--- config.mk ---
export PLATFORM = sky130hd
export DESIGN_NAME = sdram_lp_ctrl
export DESIGN_NICKNAME = d
export VERILOG_FILES = /design/src/design/sdram_lp_pkg.sv /design/src/design/sdram_lp_ctrl.sv
export SDC_FILE = /design/constraint.sdc
export NUM_CORES = 1
export LEC_CHECK = 0
export BUFFER_PORTS_ARGS = -buffer_cell sky130_fd_sc_hd__buf_2
export CAP_MARGIN = 40
export CORE_ASPECT_RATIO = 0.7
export CORE_UTILIZATION = 45
export DETAILED_ROUTE_END_ITERATION = 10
export HOLD_SLACK_MARGIN = 0.05
export PLACE_DENSITY = 0.74
export SLEW_MARGIN = 20
export SYNTH_ARGS = -nofsm -noshare
export SYNTH_HDL_FRONTEND = slang
export SYNTH_SLANG_ARGS = --single-unit
--- constraint.sdc ---
create_clock -name clk -period 3.5 [get_ports clk]
set_clock_uncertainty 0.15 [all_clocks]
set_input_delay 0.175 -clock clk [delete_from_list [all_inputs] [get_ports clk]]
set_output_delay 0.175 -clock clk [all_outputs]
set_load 0.01 [all_outputs]
--- src/design/sdram_lp_pkg.sv ---
// package: register map, fields, commands and states of the sdram low-power control
package sdram_lp_pkg;

  localparam logic [7:0]  OFS_MODE        = 8'h00;
  localparam logic [7:0]  OFS_REFRESH     = 8'h04;
  localparam logic [7:0]  OFS_CONFIG      = 8'h08;
  localparam logic [7:0]  OFS_DECODE      = 8'h0C;
  localparam logic [7:0]  OFS_LOW_POWER   = 8'h10;
  localparam logic [7:0]  OFS_IRQ_ENABLE  = 8'h14;
  localparam logic [7:0]  OFS_IRQ_DISABLE = 8'h18;
  localparam logic [7:0]  OFS_IRQ_MASK    = 8'h1C;
  localparam logic [7:0]  OFS_IRQ_STATUS  = 8'h20;
  localparam logic [7:0]  OFS_DEVICE_TYPE = 8'h24;

  localparam logic [31:0] CONFIG_RESET    = 32'h8523_72C0;

  // configuration fields
  localparam int          CAS_POS         = 5;
  localparam int          TRC_POS         = 12;
  localparam int          TRP_POS         = 16;
  localparam int          ACTIVE_TO_PRECHARGE_DELAY_POS        = 24;
  localparam int          TXSR_POS        = 28;

  // low-power register fields
  localparam int          LOW_POWER_SELECT_POS        = 0;
  localparam int          PARTIAL_ARRAY_REFRESH_POS        = 4;
  localparam int          TEMP_COMP_REFRESH_POS        = 8;
  localparam int          DS_POS          = 10;
  localparam int          TIMEOUT_POS     = 12;
  localparam logic [31:0] LOW_POWER_MASK  = 32'h0000_3F73;

  localparam logic [1:0]  LP_NONE         = 2'h0;
  localparam logic [1:0]  LP_SELF         = 2'h1;
  localparam logic [1:0]  LP_PDOWN        = 2'h2;
  localparam logic [1:0]  LP_DEEP         = 2'h3;

  // timeout field codes in clock cycles
  localparam logic [7:0]  TIMEOUT_0       = 8'h00;
  localparam logic [7:0]  TIMEOUT_1       = 8'h40;
  localparam logic [7:0]  TIMEOUT_2       = 8'h80;

  localparam logic [1:0]  DEV_LOW_POWER   = 2'h1;
  localparam logic [3:0]  LOAD_MODE_WAIT  = 4'h2;
  localparam int          IRQ_REFRESH_ERR = 0;

  typedef enum logic [2:0] {
    CM_NORMAL  = 3'h0,
    CM_NOP     = 3'h1,
    CM_PRE_ALL = 3'h2,
    CM_LMR     = 3'h3,
    CM_REFRESH = 3'h4,
    CM_EMR     = 3'h5,
    CM_DEEP    = 3'h6
  } cmd_mode_t;

  typedef enum logic [2:0] {
    ST_ACTIVE = 3'b000,
    ST_WAIT   = 3'b001,
    ST_PDOWN  = 3'b011,
    ST_SELF   = 3'b010,
    ST_DEEP   = 3'b110
  } lp_state_t;

  // {cs_n, ras_n, cas_n, we_n}
  typedef logic [3:0] sdram_cmd_t;
  localparam sdram_cmd_t CMD_NOP     = 4'h7;
  localparam sdram_cmd_t CMD_PRE     = 4'h2;
  localparam sdram_cmd_t CMD_REFRESH = 4'h1;
  localparam sdram_cmd_t CMD_LOAD    = 4'h0;
  localparam sdram_cmd_t CMD_DEEP    = 4'h6;

  typedef struct packed {
    logic        clock_enable_out;
    sdram_cmd_t  cmd;
    logic [1:0]  bank;
    logic [12:0] addr;
  } sdram_pins_t;

endpackage : sdram_lp_pkg

--- src/design/sdram_lp_ctrl.sv ---
// module: sdram low-power and command-mode controller with apb registers
//
// Design decision made here: the APB interface to the registers.
`timescale 1ns/100ps
module sdram_lp_ctrl (
  input  wire logic                      clk,
  input  wire logic                      reset,
  input  wire logic                      psel,
  input  wire logic                      penable,
  input  wire logic                      pwrite,
  input  wire logic [7:0]                paddr,
  input  wire logic [31:0]               pwdata,
  output logic      [31:0]               prdata,
  output logic                           pready,
  output logic                           pslverr,
  input  wire logic                      mem_req,
  output logic                           mem_ack,
  output logic                           normal_access,
  output sdram_lp_pkg::sdram_pins_t      pins,
  output logic                           memory_clock_run,
  output logic                           irq
);

  logic [2:0]              mode;
  logic [11:0]             refresh_count;
  logic                    refresh_armed;
  logic [11:0]             refresh_timer;
  logic                    refresh_due;
  logic [31:0]             config_word;
  logic                    decode_cycle;
  logic [31:0]             low_power;
  logic [1:0]              device_type;
  logic [31:0]             irq_mask;
  logic [31:0]             irq_status;
  logic                    init_done;
  logic                    emr_dirty;
  logic [7:0]              idle_cnt;
  logic [3:0]              wait_cnt;
  logic [3:0]              stay_cnt;
  sdram_lp_pkg::lp_state_t state;
  logic [31:0]             read_word;
  logic                    setup;
  logic                    take;
  logic                    wr;
  logic                    refresh_go;
  logic                    refresh_err;
  logic                    lp_enter;
  logic                    emr_issue;
  logic [1:0]              low_power_select;
  logic [7:0]              timeout;

  function automatic logic mapped(input logic [7:0] a);
    mapped = (a[1:0] == 2'b00) && (a <= sdram_lp_pkg::OFS_DEVICE_TYPE);
  endfunction : mapped

  function automatic logic hit(input logic [7:0] a, input logic [7:0] ofs);
    hit = (a == ofs);
  endfunction : hit

  function automatic logic [3:0] cfg_field(input logic [31:0] c, input int pos);
    cfg_field = c[pos +: 4];
  endfunction : cfg_field

  function automatic sdram_lp_pkg::sdram_pins_t drive(input logic cke, input sdram_lp_pkg::sdram_cmd_t c,
                                                      input logic [1:0] b, input logic [12:0] a);
    drive = '{clock_enable_out: cke, cmd: c, bank: b, addr: a};
  endfunction : drive

  assign setup = psel && !penable;
  assign take  = psel && penable && pready;
  assign wr    = take && pwrite;
  assign low_power_select  = low_power[sdram_lp_pkg::LOW_POWER_SELECT_POS +: 2];

  always_comb begin
    case (low_power[sdram_lp_pkg::TIMEOUT_POS +: 2])
      2'h0:    timeout = sdram_lp_pkg::TIMEOUT_0;
      2'h1:    timeout = sdram_lp_pkg::TIMEOUT_1;
      default: timeout = sdram_lp_pkg::TIMEOUT_2;
    endcase
  end

  // automatic entry only after the timeout of idle cycles; select 0 blocks it, while command mode CM_DEEP enters without either
  assign lp_enter = !mem_req && (idle_cnt >= timeout) && (low_power_select != sdram_lp_pkg::LP_NONE);
  assign emr_issue = init_done && emr_dirty && (low_power_select == sdram_lp_pkg::LP_SELF);
  assign refresh_go = refresh_armed && refresh_due;

  always_comb begin
    read_word = 32'h0000_0000;
    case (paddr)
      sdram_lp_pkg::OFS_MODE:        read_word = {29'h0000_0000, mode};
      sdram_lp_pkg::OFS_REFRESH:     read_word = {20'h0_0000, refresh_count};
      sdram_lp_pkg::OFS_CONFIG:      read_word = config_word;
      sdram_lp_pkg::OFS_DECODE:      read_word = {31'h0000_0000, decode_cycle};
      sdram_lp_pkg::OFS_LOW_POWER:   read_word = low_power;
      sdram_lp_pkg::OFS_IRQ_MASK:    read_word = irq_mask;
      sdram_lp_pkg::OFS_IRQ_STATUS:  read_word = irq_status;
      sdram_lp_pkg::OFS_DEVICE_TYPE: read_word = {30'h0000_0000, device_type};
      default:                       read_word = 32'h0000_0000;
    endcase
  end

  // apb answer: data captured in setup, ready in the first access cycle
  always_ff @(posedge clk) begin
    if (reset) begin
      pready  <= 1'b0;
      pslverr <= 1'b0;
      prdata  <= 32'h0000_0000;
    end else begin
      pready  <= setup;
      pslverr <= setup && !mapped(paddr);
      if (setup) begin
        prdata <= read_word;
      end
    end
  end

  // software registers
  always_ff @(posedge clk) begin
    if (reset) begin
      mode         <= sdram_lp_pkg::CM_NORMAL;
      config_word  <= sdram_lp_pkg::CONFIG_RESET;
      decode_cycle <= 1'b0;
      low_power    <= 32'h0000_0000;
      device_type  <= 2'h0;
    end else if (wr) begin
      if (hit(paddr, sdram_lp_pkg::OFS_MODE)) begin
        mode <= pwdata[2:0];
      end
      if (hit(paddr, sdram_lp_pkg::OFS_CONFIG)) begin
        config_word <= pwdata;
      end
      if (hit(paddr, sdram_lp_pkg::OFS_DECODE)) begin
        decode_cycle <= pwdata[0];
      end
      if (hit(paddr, sdram_lp_pkg::OFS_LOW_POWER)) begin
        low_power <= pwdata & sdram_lp_pkg::LOW_POWER_MASK;
      end
      if (hit(paddr, sdram_lp_pkg::OFS_DEVICE_TYPE)) begin
        device_type <= pwdata[1:0];
      end
    end
  end

  // interrupt mask and sticky status, set wins over the read clear
  always_ff @(posedge clk) begin
    if (reset) begin
      irq_mask   <= 32'h0000_0000;
      irq_status <= 32'h0000_0000;
      irq        <= 1'b0;
    end else begin
      if (wr && hit(paddr, sdram_lp_pkg::OFS_IRQ_ENABLE)) begin
        irq_mask <= irq_mask | pwdata;
      end else if (wr && hit(paddr, sdram_lp_pkg::OFS_IRQ_DISABLE)) begin
        irq_mask <= irq_mask & ~pwdata;
      end
      irq_status <= (irq_status & ~((take && !pwrite && hit(paddr, sdram_lp_pkg::OFS_IRQ_STATUS)) ? prdata : 32'h0))
                    | {31'h0000_0000, refresh_err};
      irq <= |(irq_status & irq_mask);
    end
  end

  // refresh timer
  assign refresh_err = refresh_armed && (refresh_timer == 12'h000) && refresh_due;

  always_ff @(posedge clk) begin
    if (reset) begin
      refresh_count <= 12'h000;
      refresh_armed <= 1'b0;
      refresh_timer <= 12'h000;
    end else if (wr && hit(paddr, sdram_lp_pkg::OFS_REFRESH)) begin
      refresh_count <= pwdata[11:0];
      refresh_timer <= pwdata[11:0];
      refresh_armed <= 1'b1;
    end else if (refresh_armed) begin
      refresh_timer <= (refresh_timer == 12'h000) ? refresh_count : refresh_timer - 12'h001;
    end
  end

  always_ff @(posedge clk) begin
    if (reset) begin
      refresh_due <= 1'b0;
    end else if (refresh_armed && refresh_timer == 12'h000) begin
      refresh_due <= 1'b1;
    end else if (state == sdram_lp_pkg::ST_SELF) begin
      refresh_due <= 1'b0;
    end else if (state == sdram_lp_pkg::ST_ACTIVE && !(mem_req && !mem_ack) && refresh_go) begin
      refresh_due <= 1'b0;
    end
  end

  // extended mode fields changed since initialisation
  always_ff @(posedge clk) begin
    if (reset) begin
      emr_dirty <= 1'b0;
    end else if (wr && hit(paddr, sdram_lp_pkg::OFS_LOW_POWER) && init_done
                 && (pwdata[11:4] & 8'hF7) != low_power[11:4]) begin
      emr_dirty <= 1'b1;
    end else if (state == sdram_lp_pkg::ST_ACTIVE && !(mem_req && !mem_ack) && !refresh_go
                 && lp_enter && emr_issue) begin
      emr_dirty <= 1'b0;
    end else if (state == sdram_lp_pkg::ST_ACTIVE && mem_req && !mem_ack && mode == sdram_lp_pkg::CM_EMR) begin
      emr_dirty <= 1'b0;
    end
  end

  // idle cycles since the last access
  always_ff @(posedge clk) begin
    if (reset) begin
      idle_cnt <= 8'h00;
    end else if (state != sdram_lp_pkg::ST_ACTIVE || mem_req) begin
      idle_cnt <= 8'h00;
    end else if (idle_cnt != 8'hFF) begin
      idle_cnt <= idle_cnt + 8'h01;
    end
  end

  // self-refresh residence counter
  always_ff @(posedge clk) begin
    if (reset) begin
      stay_cnt <= 4'h0;
    end else if (state != sdram_lp_pkg::ST_SELF) begin
      stay_cnt <= 4'h0;
    end else if (stay_cnt != 4'hF) begin
      stay_cnt <= stay_cnt + 4'h1;
    end
  end

  // command and power state machine
  always_ff @(posedge clk) begin
    if (reset) begin
      state            <= sdram_lp_pkg::ST_ACTIVE;
      pins             <= drive(1'b1, sdram_lp_pkg::CMD_NOP, 2'h0, 13'h0000);
      wait_cnt         <= 4'h0;
      mem_ack          <= 1'b0;
      normal_access    <= 1'b0;
      memory_clock_run <= 1'b1;
      init_done        <= 1'b0;
    end else begin
      mem_ack       <= 1'b0;
      normal_access <= 1'b0;
      case (state)
        sdram_lp_pkg::ST_ACTIVE: begin
          pins <= drive(1'b1, sdram_lp_pkg::CMD_NOP, 2'h0, 13'h0000);
          if (mem_req && !mem_ack) begin
            mem_ack <= 1'b1;
            case (mode)
              sdram_lp_pkg::CM_NORMAL: begin
                normal_access <= 1'b1;
                init_done     <= 1'b1;
              end
              sdram_lp_pkg::CM_NOP: begin
                pins <= drive(1'b1, sdram_lp_pkg::CMD_NOP, 2'h0, 13'h0000);
              end
              sdram_lp_pkg::CM_PRE_ALL: begin
                pins     <= drive(1'b1, sdram_lp_pkg::CMD_PRE, 2'h0, 13'h0400);
                wait_cnt <= cfg_field(config_word, sdram_lp_pkg::TRP_POS);
                state    <= sdram_lp_pkg::ST_WAIT;
              end
              sdram_lp_pkg::CM_LMR: begin
                pins     <= drive(1'b1, sdram_lp_pkg::CMD_LOAD, 2'h0,
                                  {6'h00, 1'b0, config_word[sdram_lp_pkg::CAS_POS +: 2], 4'h0});
                wait_cnt <= sdram_lp_pkg::LOAD_MODE_WAIT;
                state    <= sdram_lp_pkg::ST_WAIT;
              end
              sdram_lp_pkg::CM_REFRESH: begin
                pins     <= drive(1'b1, sdram_lp_pkg::CMD_REFRESH, 2'h0, 13'h0000);
                wait_cnt <= cfg_field(config_word, sdram_lp_pkg::TRC_POS);
                state    <= sdram_lp_pkg::ST_WAIT;
              end
              sdram_lp_pkg::CM_EMR: begin
                pins      <= drive(1'b1, sdram_lp_pkg::CMD_LOAD, 2'h2, {6'h00, low_power[11:8],
                                   low_power[6:4]});
                wait_cnt  <= sdram_lp_pkg::LOAD_MODE_WAIT;
                state     <= sdram_lp_pkg::ST_WAIT;
                init_done <= 1'b1;
              end
              sdram_lp_pkg::CM_DEEP: begin
                pins             <= drive(1'b0, sdram_lp_pkg::CMD_DEEP, 2'h0, 13'h0000);
                memory_clock_run <= 1'b0;
                init_done        <= 1'b0;
                state            <= sdram_lp_pkg::ST_DEEP;
              end
              default: begin
                pins <= drive(1'b1, sdram_lp_pkg::CMD_NOP, 2'h0, 13'h0000);
              end
            endcase
          end else if (refresh_go) begin
            pins     <= drive(1'b1, sdram_lp_pkg::CMD_REFRESH, 2'h0, 13'h0000);
            wait_cnt <= cfg_field(config_word, sdram_lp_pkg::TRC_POS);
            state    <= sdram_lp_pkg::ST_WAIT;
          end else if (lp_enter) begin
            case (low_power_select)
              sdram_lp_pkg::LP_SELF: begin
                if (emr_issue) begin
                  pins     <= drive(1'b1, sdram_lp_pkg::CMD_LOAD, 2'h2, {6'h00, low_power[11:8],
                                    low_power[6:4]});
                  wait_cnt <= sdram_lp_pkg::LOAD_MODE_WAIT;
                  state    <= sdram_lp_pkg::ST_WAIT;
                end else begin
                  pins             <= drive(1'b0, sdram_lp_pkg::CMD_REFRESH, 2'h0, 13'h0000);
                  memory_clock_run <= 1'b0;
                  state            <= sdram_lp_pkg::ST_SELF;
                end
              end
              sdram_lp_pkg::LP_PDOWN: begin
                pins  <= drive(1'b0, sdram_lp_pkg::CMD_NOP, 2'h0, 13'h0000);
                state <= sdram_lp_pkg::ST_PDOWN;
              end
              default: begin
                if (device_type == sdram_lp_pkg::DEV_LOW_POWER) begin
                  pins             <= drive(1'b0, sdram_lp_pkg::CMD_DEEP, 2'h0, 13'h0000);
                  memory_clock_run <= 1'b0;
                  init_done        <= 1'b0;
                  state            <= sdram_lp_pkg::ST_DEEP;
                end
              end
            endcase
          end
        end
        sdram_lp_pkg::ST_WAIT: begin
          pins <= drive(1'b1, sdram_lp_pkg::CMD_NOP, 2'h0, 13'h0000);
          if (wait_cnt == 4'h0) begin
            state <= sdram_lp_pkg::ST_ACTIVE;
          end else begin
            wait_cnt <= wait_cnt - 4'h1;
          end
        end
        sdram_lp_pkg::ST_SELF: begin
          pins <= drive(1'b0, sdram_lp_pkg::CMD_NOP, 2'h0, 13'h0000);
          if ((mem_req || low_power_select != sdram_lp_pkg::LP_SELF)
              && stay_cnt >= cfg_field(config_word, sdram_lp_pkg::ACTIVE_TO_PRECHARGE_DELAY_POS)) begin
            pins             <= drive(1'b1, sdram_lp_pkg::CMD_NOP, 2'h0, 13'h0000);
            memory_clock_run <= 1'b1;
            wait_cnt         <= cfg_field(config_word, sdram_lp_pkg::TXSR_POS);
            state            <= sdram_lp_pkg::ST_WAIT;
          end
        end
        sdram_lp_pkg::ST_PDOWN: begin
          pins <= drive(1'b0, sdram_lp_pkg::CMD_NOP, 2'h0, 13'h0000);
          if (mem_req || refresh_go || low_power_select != sdram_lp_pkg::LP_PDOWN) begin
            pins  <= drive(1'b1, sdram_lp_pkg::CMD_NOP, 2'h0, 13'h0000);
            state <= sdram_lp_pkg::ST_ACTIVE;
          end
        end
        sdram_lp_pkg::ST_DEEP: begin
          pins <= drive(1'b0, sdram_lp_pkg::CMD_NOP, 2'h0, 13'h0000);
          // leaving only on access; contents must be rebuilt by software
          if (mem_req) begin
            pins             <= drive(1'b1, sdram_lp_pkg::CMD_NOP, 2'h0, 13'h0000);
            memory_clock_run <= 1'b1;
            state            <= sdram_lp_pkg::ST_ACTIVE;
          end
        end
        default: begin
          state <= sdram_lp_pkg::ST_ACTIVE;
        end
      endcase
    end
  end

endmodule : sdram_lp_ctrl

==> impl_metrics.env <==
export IMPL_synth_sequential_area_ratio=0.433
export IMPL_slew_violations=0
export IMPL_met3WireLength_microns=3080
export IMPL_core_area_sq_um=21000
export IMPL_design_final_nets=1360
export IMPL_dpl_cell_area_sq_um=10300
export IMPL_worst_path_buf_inv=2
export IMPL_synth_edf_count=0
export IMPL_final_common_cell="sky130_fd_sc_hd__nand2_1"
export IMPL_tritoncts="done"
export IMPL_muxShareOfSynthArea=0.0228
export IMPL_synth_main_ff_cell="sky130_fd_sc_hd__dfxtp_1"
export IMPL_period_minus_slack_ns=2.62
export IMPL_final_cell_mix="234 x sky130_fd_sc_hd__nand2_1, 211 x sky130_fd_sc_hd__dfxtp_1, 101 x sky130_fd_sc_hd__nor2_1, 95 x sky130_fd_sc_hd__buf_2, 68 x sky130_fd_sc_hd__a21oi_1"
export IMPL_wl_microns=30600
export IMPL_final_core_utilization=0.548
export IMPL_clock_insertion_delay_worst_skew_ns=0.50
export IMPL_compound_gate_portion_of_the_synthesized_area=0.214
export IMPL_multi_input_comb_area_sq_um=5030
export IMPL_post_route_cells_drive_above_1_share=0.129
export IMPL_power_density_nw_per_um2=441
export IMPL_cp_data_arrival_time_ns=2.86
export IMPL_total_clock_buffers_created_by_cts=21
export IMPL_ctsHtreeMaxLevel=1
export IMPL_drtIter0Drc=1373
export IMPL_drc=0
export IMPL_global_route_wire_length_before_repair_microns=48200
export IMPL_synth_top_family_by_area="simple AND/OR/NAND/NOR gates"
export IMPL_worst_slew_margin=0.428
export IMPL_synth_largest_area_cell="sky130_fd_sc_hd__dfxtp_1"
export IMPL_crit_slowest_cell="sky130_fd_sc_hd__nor4b_2"
export IMPL_met1Wirelength_microns=13900
export IMPL_syn_mean_instance_area_sq_um=8.15
export IMPL_setup_violations=0
export IMPL_synth_async_sr_flop_share=0
export IMPL_cts_root_to_sink_buffers=3
export IMPL_cp_cell_sequence="dlygate4sd3_1 -> buf_2 -> nor4b_2 -> and3_1 -> nor2_1 -> o21ai_0 -> a21oi_1 -> a21o_1"
export IMPL_global_route_overflow_total=0
export IMPL_die_w_microns=178
export IMPL_drt_pass1_iter_count=6
export IMPL_cpPeakStageDelay_ns=0.70
export IMPL_post_syn_area_sq_um=9750
export IMPL_initial_core_util=0.465
export IMPL_cp_max_fo=16
export IMPL_rr_startpoint="config_word[27]"
export IMPL_critical_path_startpoint="paddr[1]"
export IMPL_avgViaCountPerCell=6.00
export IMPL_port_buffer_count=96
export IMPL_synth_distinct_cells=64
export IMPL_required_ns=3.75
export IMPL_max_slew_worst_pin_slew_ns=0.858
export IMPL_io_pins=104
export IMPL_final_setup_tns_ns=0
export IMPL_grt_setup_unrepaired="false"
export IMPL_synthCells=1197
export IMPL_grt_pass1_vias=8666
export IMPL_rows=44
export IMPL_synth_simple_area_share=0.240
export IMPL_placed_cells_incl_taps=1507
export IMPL_hold_path_class="input pin to register"
export IMPL_grt_start_max_net_pins=59
export IMPL_peakVddDrop_v=0.000305
export IMPL_wl_met2_microns=13000
export IMPL_seqCellArea_sq_um=4220
export IMPL_leakage_nw=4.32
export IMPL_crit_type="input pin to register"
export IMPL_layout_area_overhead_vs_synth_pct=17.9
export IMPL_routed_wire_length_per_instance_microns=19.2
export IMPL_die_area_sq_um=22300
export IMPL_globalplace_congestion=0.955
export IMPL_yosys_top_cells_area="sky130_fd_sc_hd__dfxtp_1 43%, sky130_fd_sc_hd__nand2_1 9.0%, sky130_fd_sc_hd__a22oi_1 4.0%"
export IMPL_report_power_total_mw=5.07
export IMPL_final_min_period_over_clock_period=0.748
export IMPL_post_synthesis_xor_xnor_area_fraction=0.0153
export IMPL_chipHeight_microns=125
export IMPL_route_vias_total=9534
export IMPL_clock_tree_root_cell="sky130_fd_sc_hd__clkbuf_16"
export IMPL_final_fill_count=1935
export IMPL_clkTransAtPathRegs_ns=0.07
export IMPL_maxUsedRoutingLayer="met4"
export IMPL_grt_antenna_before_repair=0
export IMPL_synth_seq_cells=211
export IMPL_max_cap_violations=0
export IMPL_setup_worst_path_end_class="register"
export IMPL_worst_setup_path_start_kind="input pin"
export IMPL_ant_nets=0
export IMPL_synthAdderAreaFrac=0.0205
export IMPL_report_final_hold_viol_count=0
export IMPL_post_cts_repair_setup_buffers=0
export IMPL_dpl_hpwl_microns=21100
export IMPL_final_area_sq_um=11500
export IMPL_hold_path_start="paddr[2]"
export IMPL_cts_sinks=211
export IMPL_status="finished clean"
export IMPL_layoutNonFillerInstCount=1588
export IMPL_top_area_cell_type_share_of_the_netlist_area=0.433
export IMPL_grt_util_all_layers=0.271
export IMPL_ant_diodes=0
export IMPL_synth_warning_count=0
export IMPL_crit_family="simple AND/OR/NAND/NOR gates"
export IMPL_max_clock_freq_mhz=382
==> report_power, final <==
group | switching, mW | leakage [nW] | internal [mW]
combinational | 0.180 | 2.27 | 0.109
sequential | 0.0110 | 1.70 | 2.41
clock | 0.971 | 0.351 | 1.38
total | 1.16 | 4.32 | 3.90
==> synthesized netlist by cell type (8+ instances only) <==
library cell / count
sky130_fd_sc_hd__a22oi_1: 52
sky130_fd_sc_hd__mux2i_1: 20
sky130_fd_sc_hd__xor2_1: 8
sky130_fd_sc_hd__a21oi_1: 69
sky130_fd_sc_hd__a22o_1: 17
sky130_fd_sc_hd__buf_2: 24
sky130_fd_sc_hd__o21ai_0: 67
sky130_fd_sc_hd__inv_1: 24
sky130_fd_sc_hd__nand2_1: 234
sky130_fd_sc_hd__nand3_1: 40
sky130_fd_sc_hd__ha_1: 16
sky130_fd_sc_hd__dfxtp_1: 211
sky130_fd_sc_hd__nand2b_1: 9
sky130_fd_sc_hd__nor2b_1: 8
sky130_fd_sc_hd__clkbuf_1: 51
sky130_fd_sc_hd__nor2_1: 103
sky130_fd_sc_hd__a31oi_1: 8
sky130_fd_sc_hd__a222oi_1: 21
sky130_fd_sc_hd__buf_4: 11
sky130_fd_sc_hd__nor3_1: 27
sky130_fd_sc_hd__xnor2_1: 9
sky130_fd_sc_hd__and3_1: 41
sky130_fd_sc_hd__a221oi_1: 14
==> layer usage <==
layer | global-route usage | vias up
li1 | - | 4467
met1 | 0.405 | 4515
met2 | 0.398 | 499
met3 | 0.0526 | 53
met4 | 0.0654 | 0
met5 | 0 | -
==> metrics by stage <==
step	hold slack (ns)	worst slack (ns)
after floorplan	0.135	1.34
final	0.0825	0.883
after global routing	0.103	0.613
after detailed placement	0.286	0.904
after CTS	0.0591	0.898
after global placement	0.277	0.922
==> worst register-to-register path, stage by stage (launching register included) <==
cell and delay (ns):
sky130_fd_sc_hd__dfxtp_1 0.35, sky130_fd_sc_hd__inv_1 0.06, sky130_fd_sc_hd__ha_1 0.29, sky130_fd_sc_hd__o211ai_1 0.08, sky130_fd_sc_hd__o21a_1 0.18, sky130_fd_sc_hd__o21ai_0 0.46
sky130_fd_sc_hd__nand4_1 0.40, sky130_fd_sc_hd__a211oi_1 0.32, sky130_fd_sc_hd__a221oi_1 0.12
==> kinds of logic after synthesis <==
group | after synthesis
AOI/OAI and AO/OA | 309
xor gates and xnor gates | 17
adders and majority gates | 16
buffers and inverters | 115
DFF | 211
muxes | 22
other | 1
and+or+nand+nor | 506
==> cell type report <==
type                       count  area share
multi-input combinational    877       0.438
inverter                      24     0.00784
tap                          276      0.0300
timing repair buffer         163      0.0952
sequential                   211       0.368
clock inverter                 6     0.00729
clock buffer                  31      0.0542
==> worst paths after layout <==
kind / to / slack [ns] / depth (start not counted)
max: refresh_timer[7] / 0.88 / 8
min: prdata[0] / 0.08 / 4
max reg2reg: wait_cnt[3] / 0.93 / 8
min reg2reg: irq_status[31] / 0.30 / 1
==> repair_timing <==
| item | in CTS | in global routing |
|---|---|---|
| hold buffers | 43 | 0 |
| setup endpoints to repair | 0 | 0 |
| hold endpoints to repair | 120 | 0 |
| resized for setup | 0 | 0 |
Power figures use the tool's default switching activity.
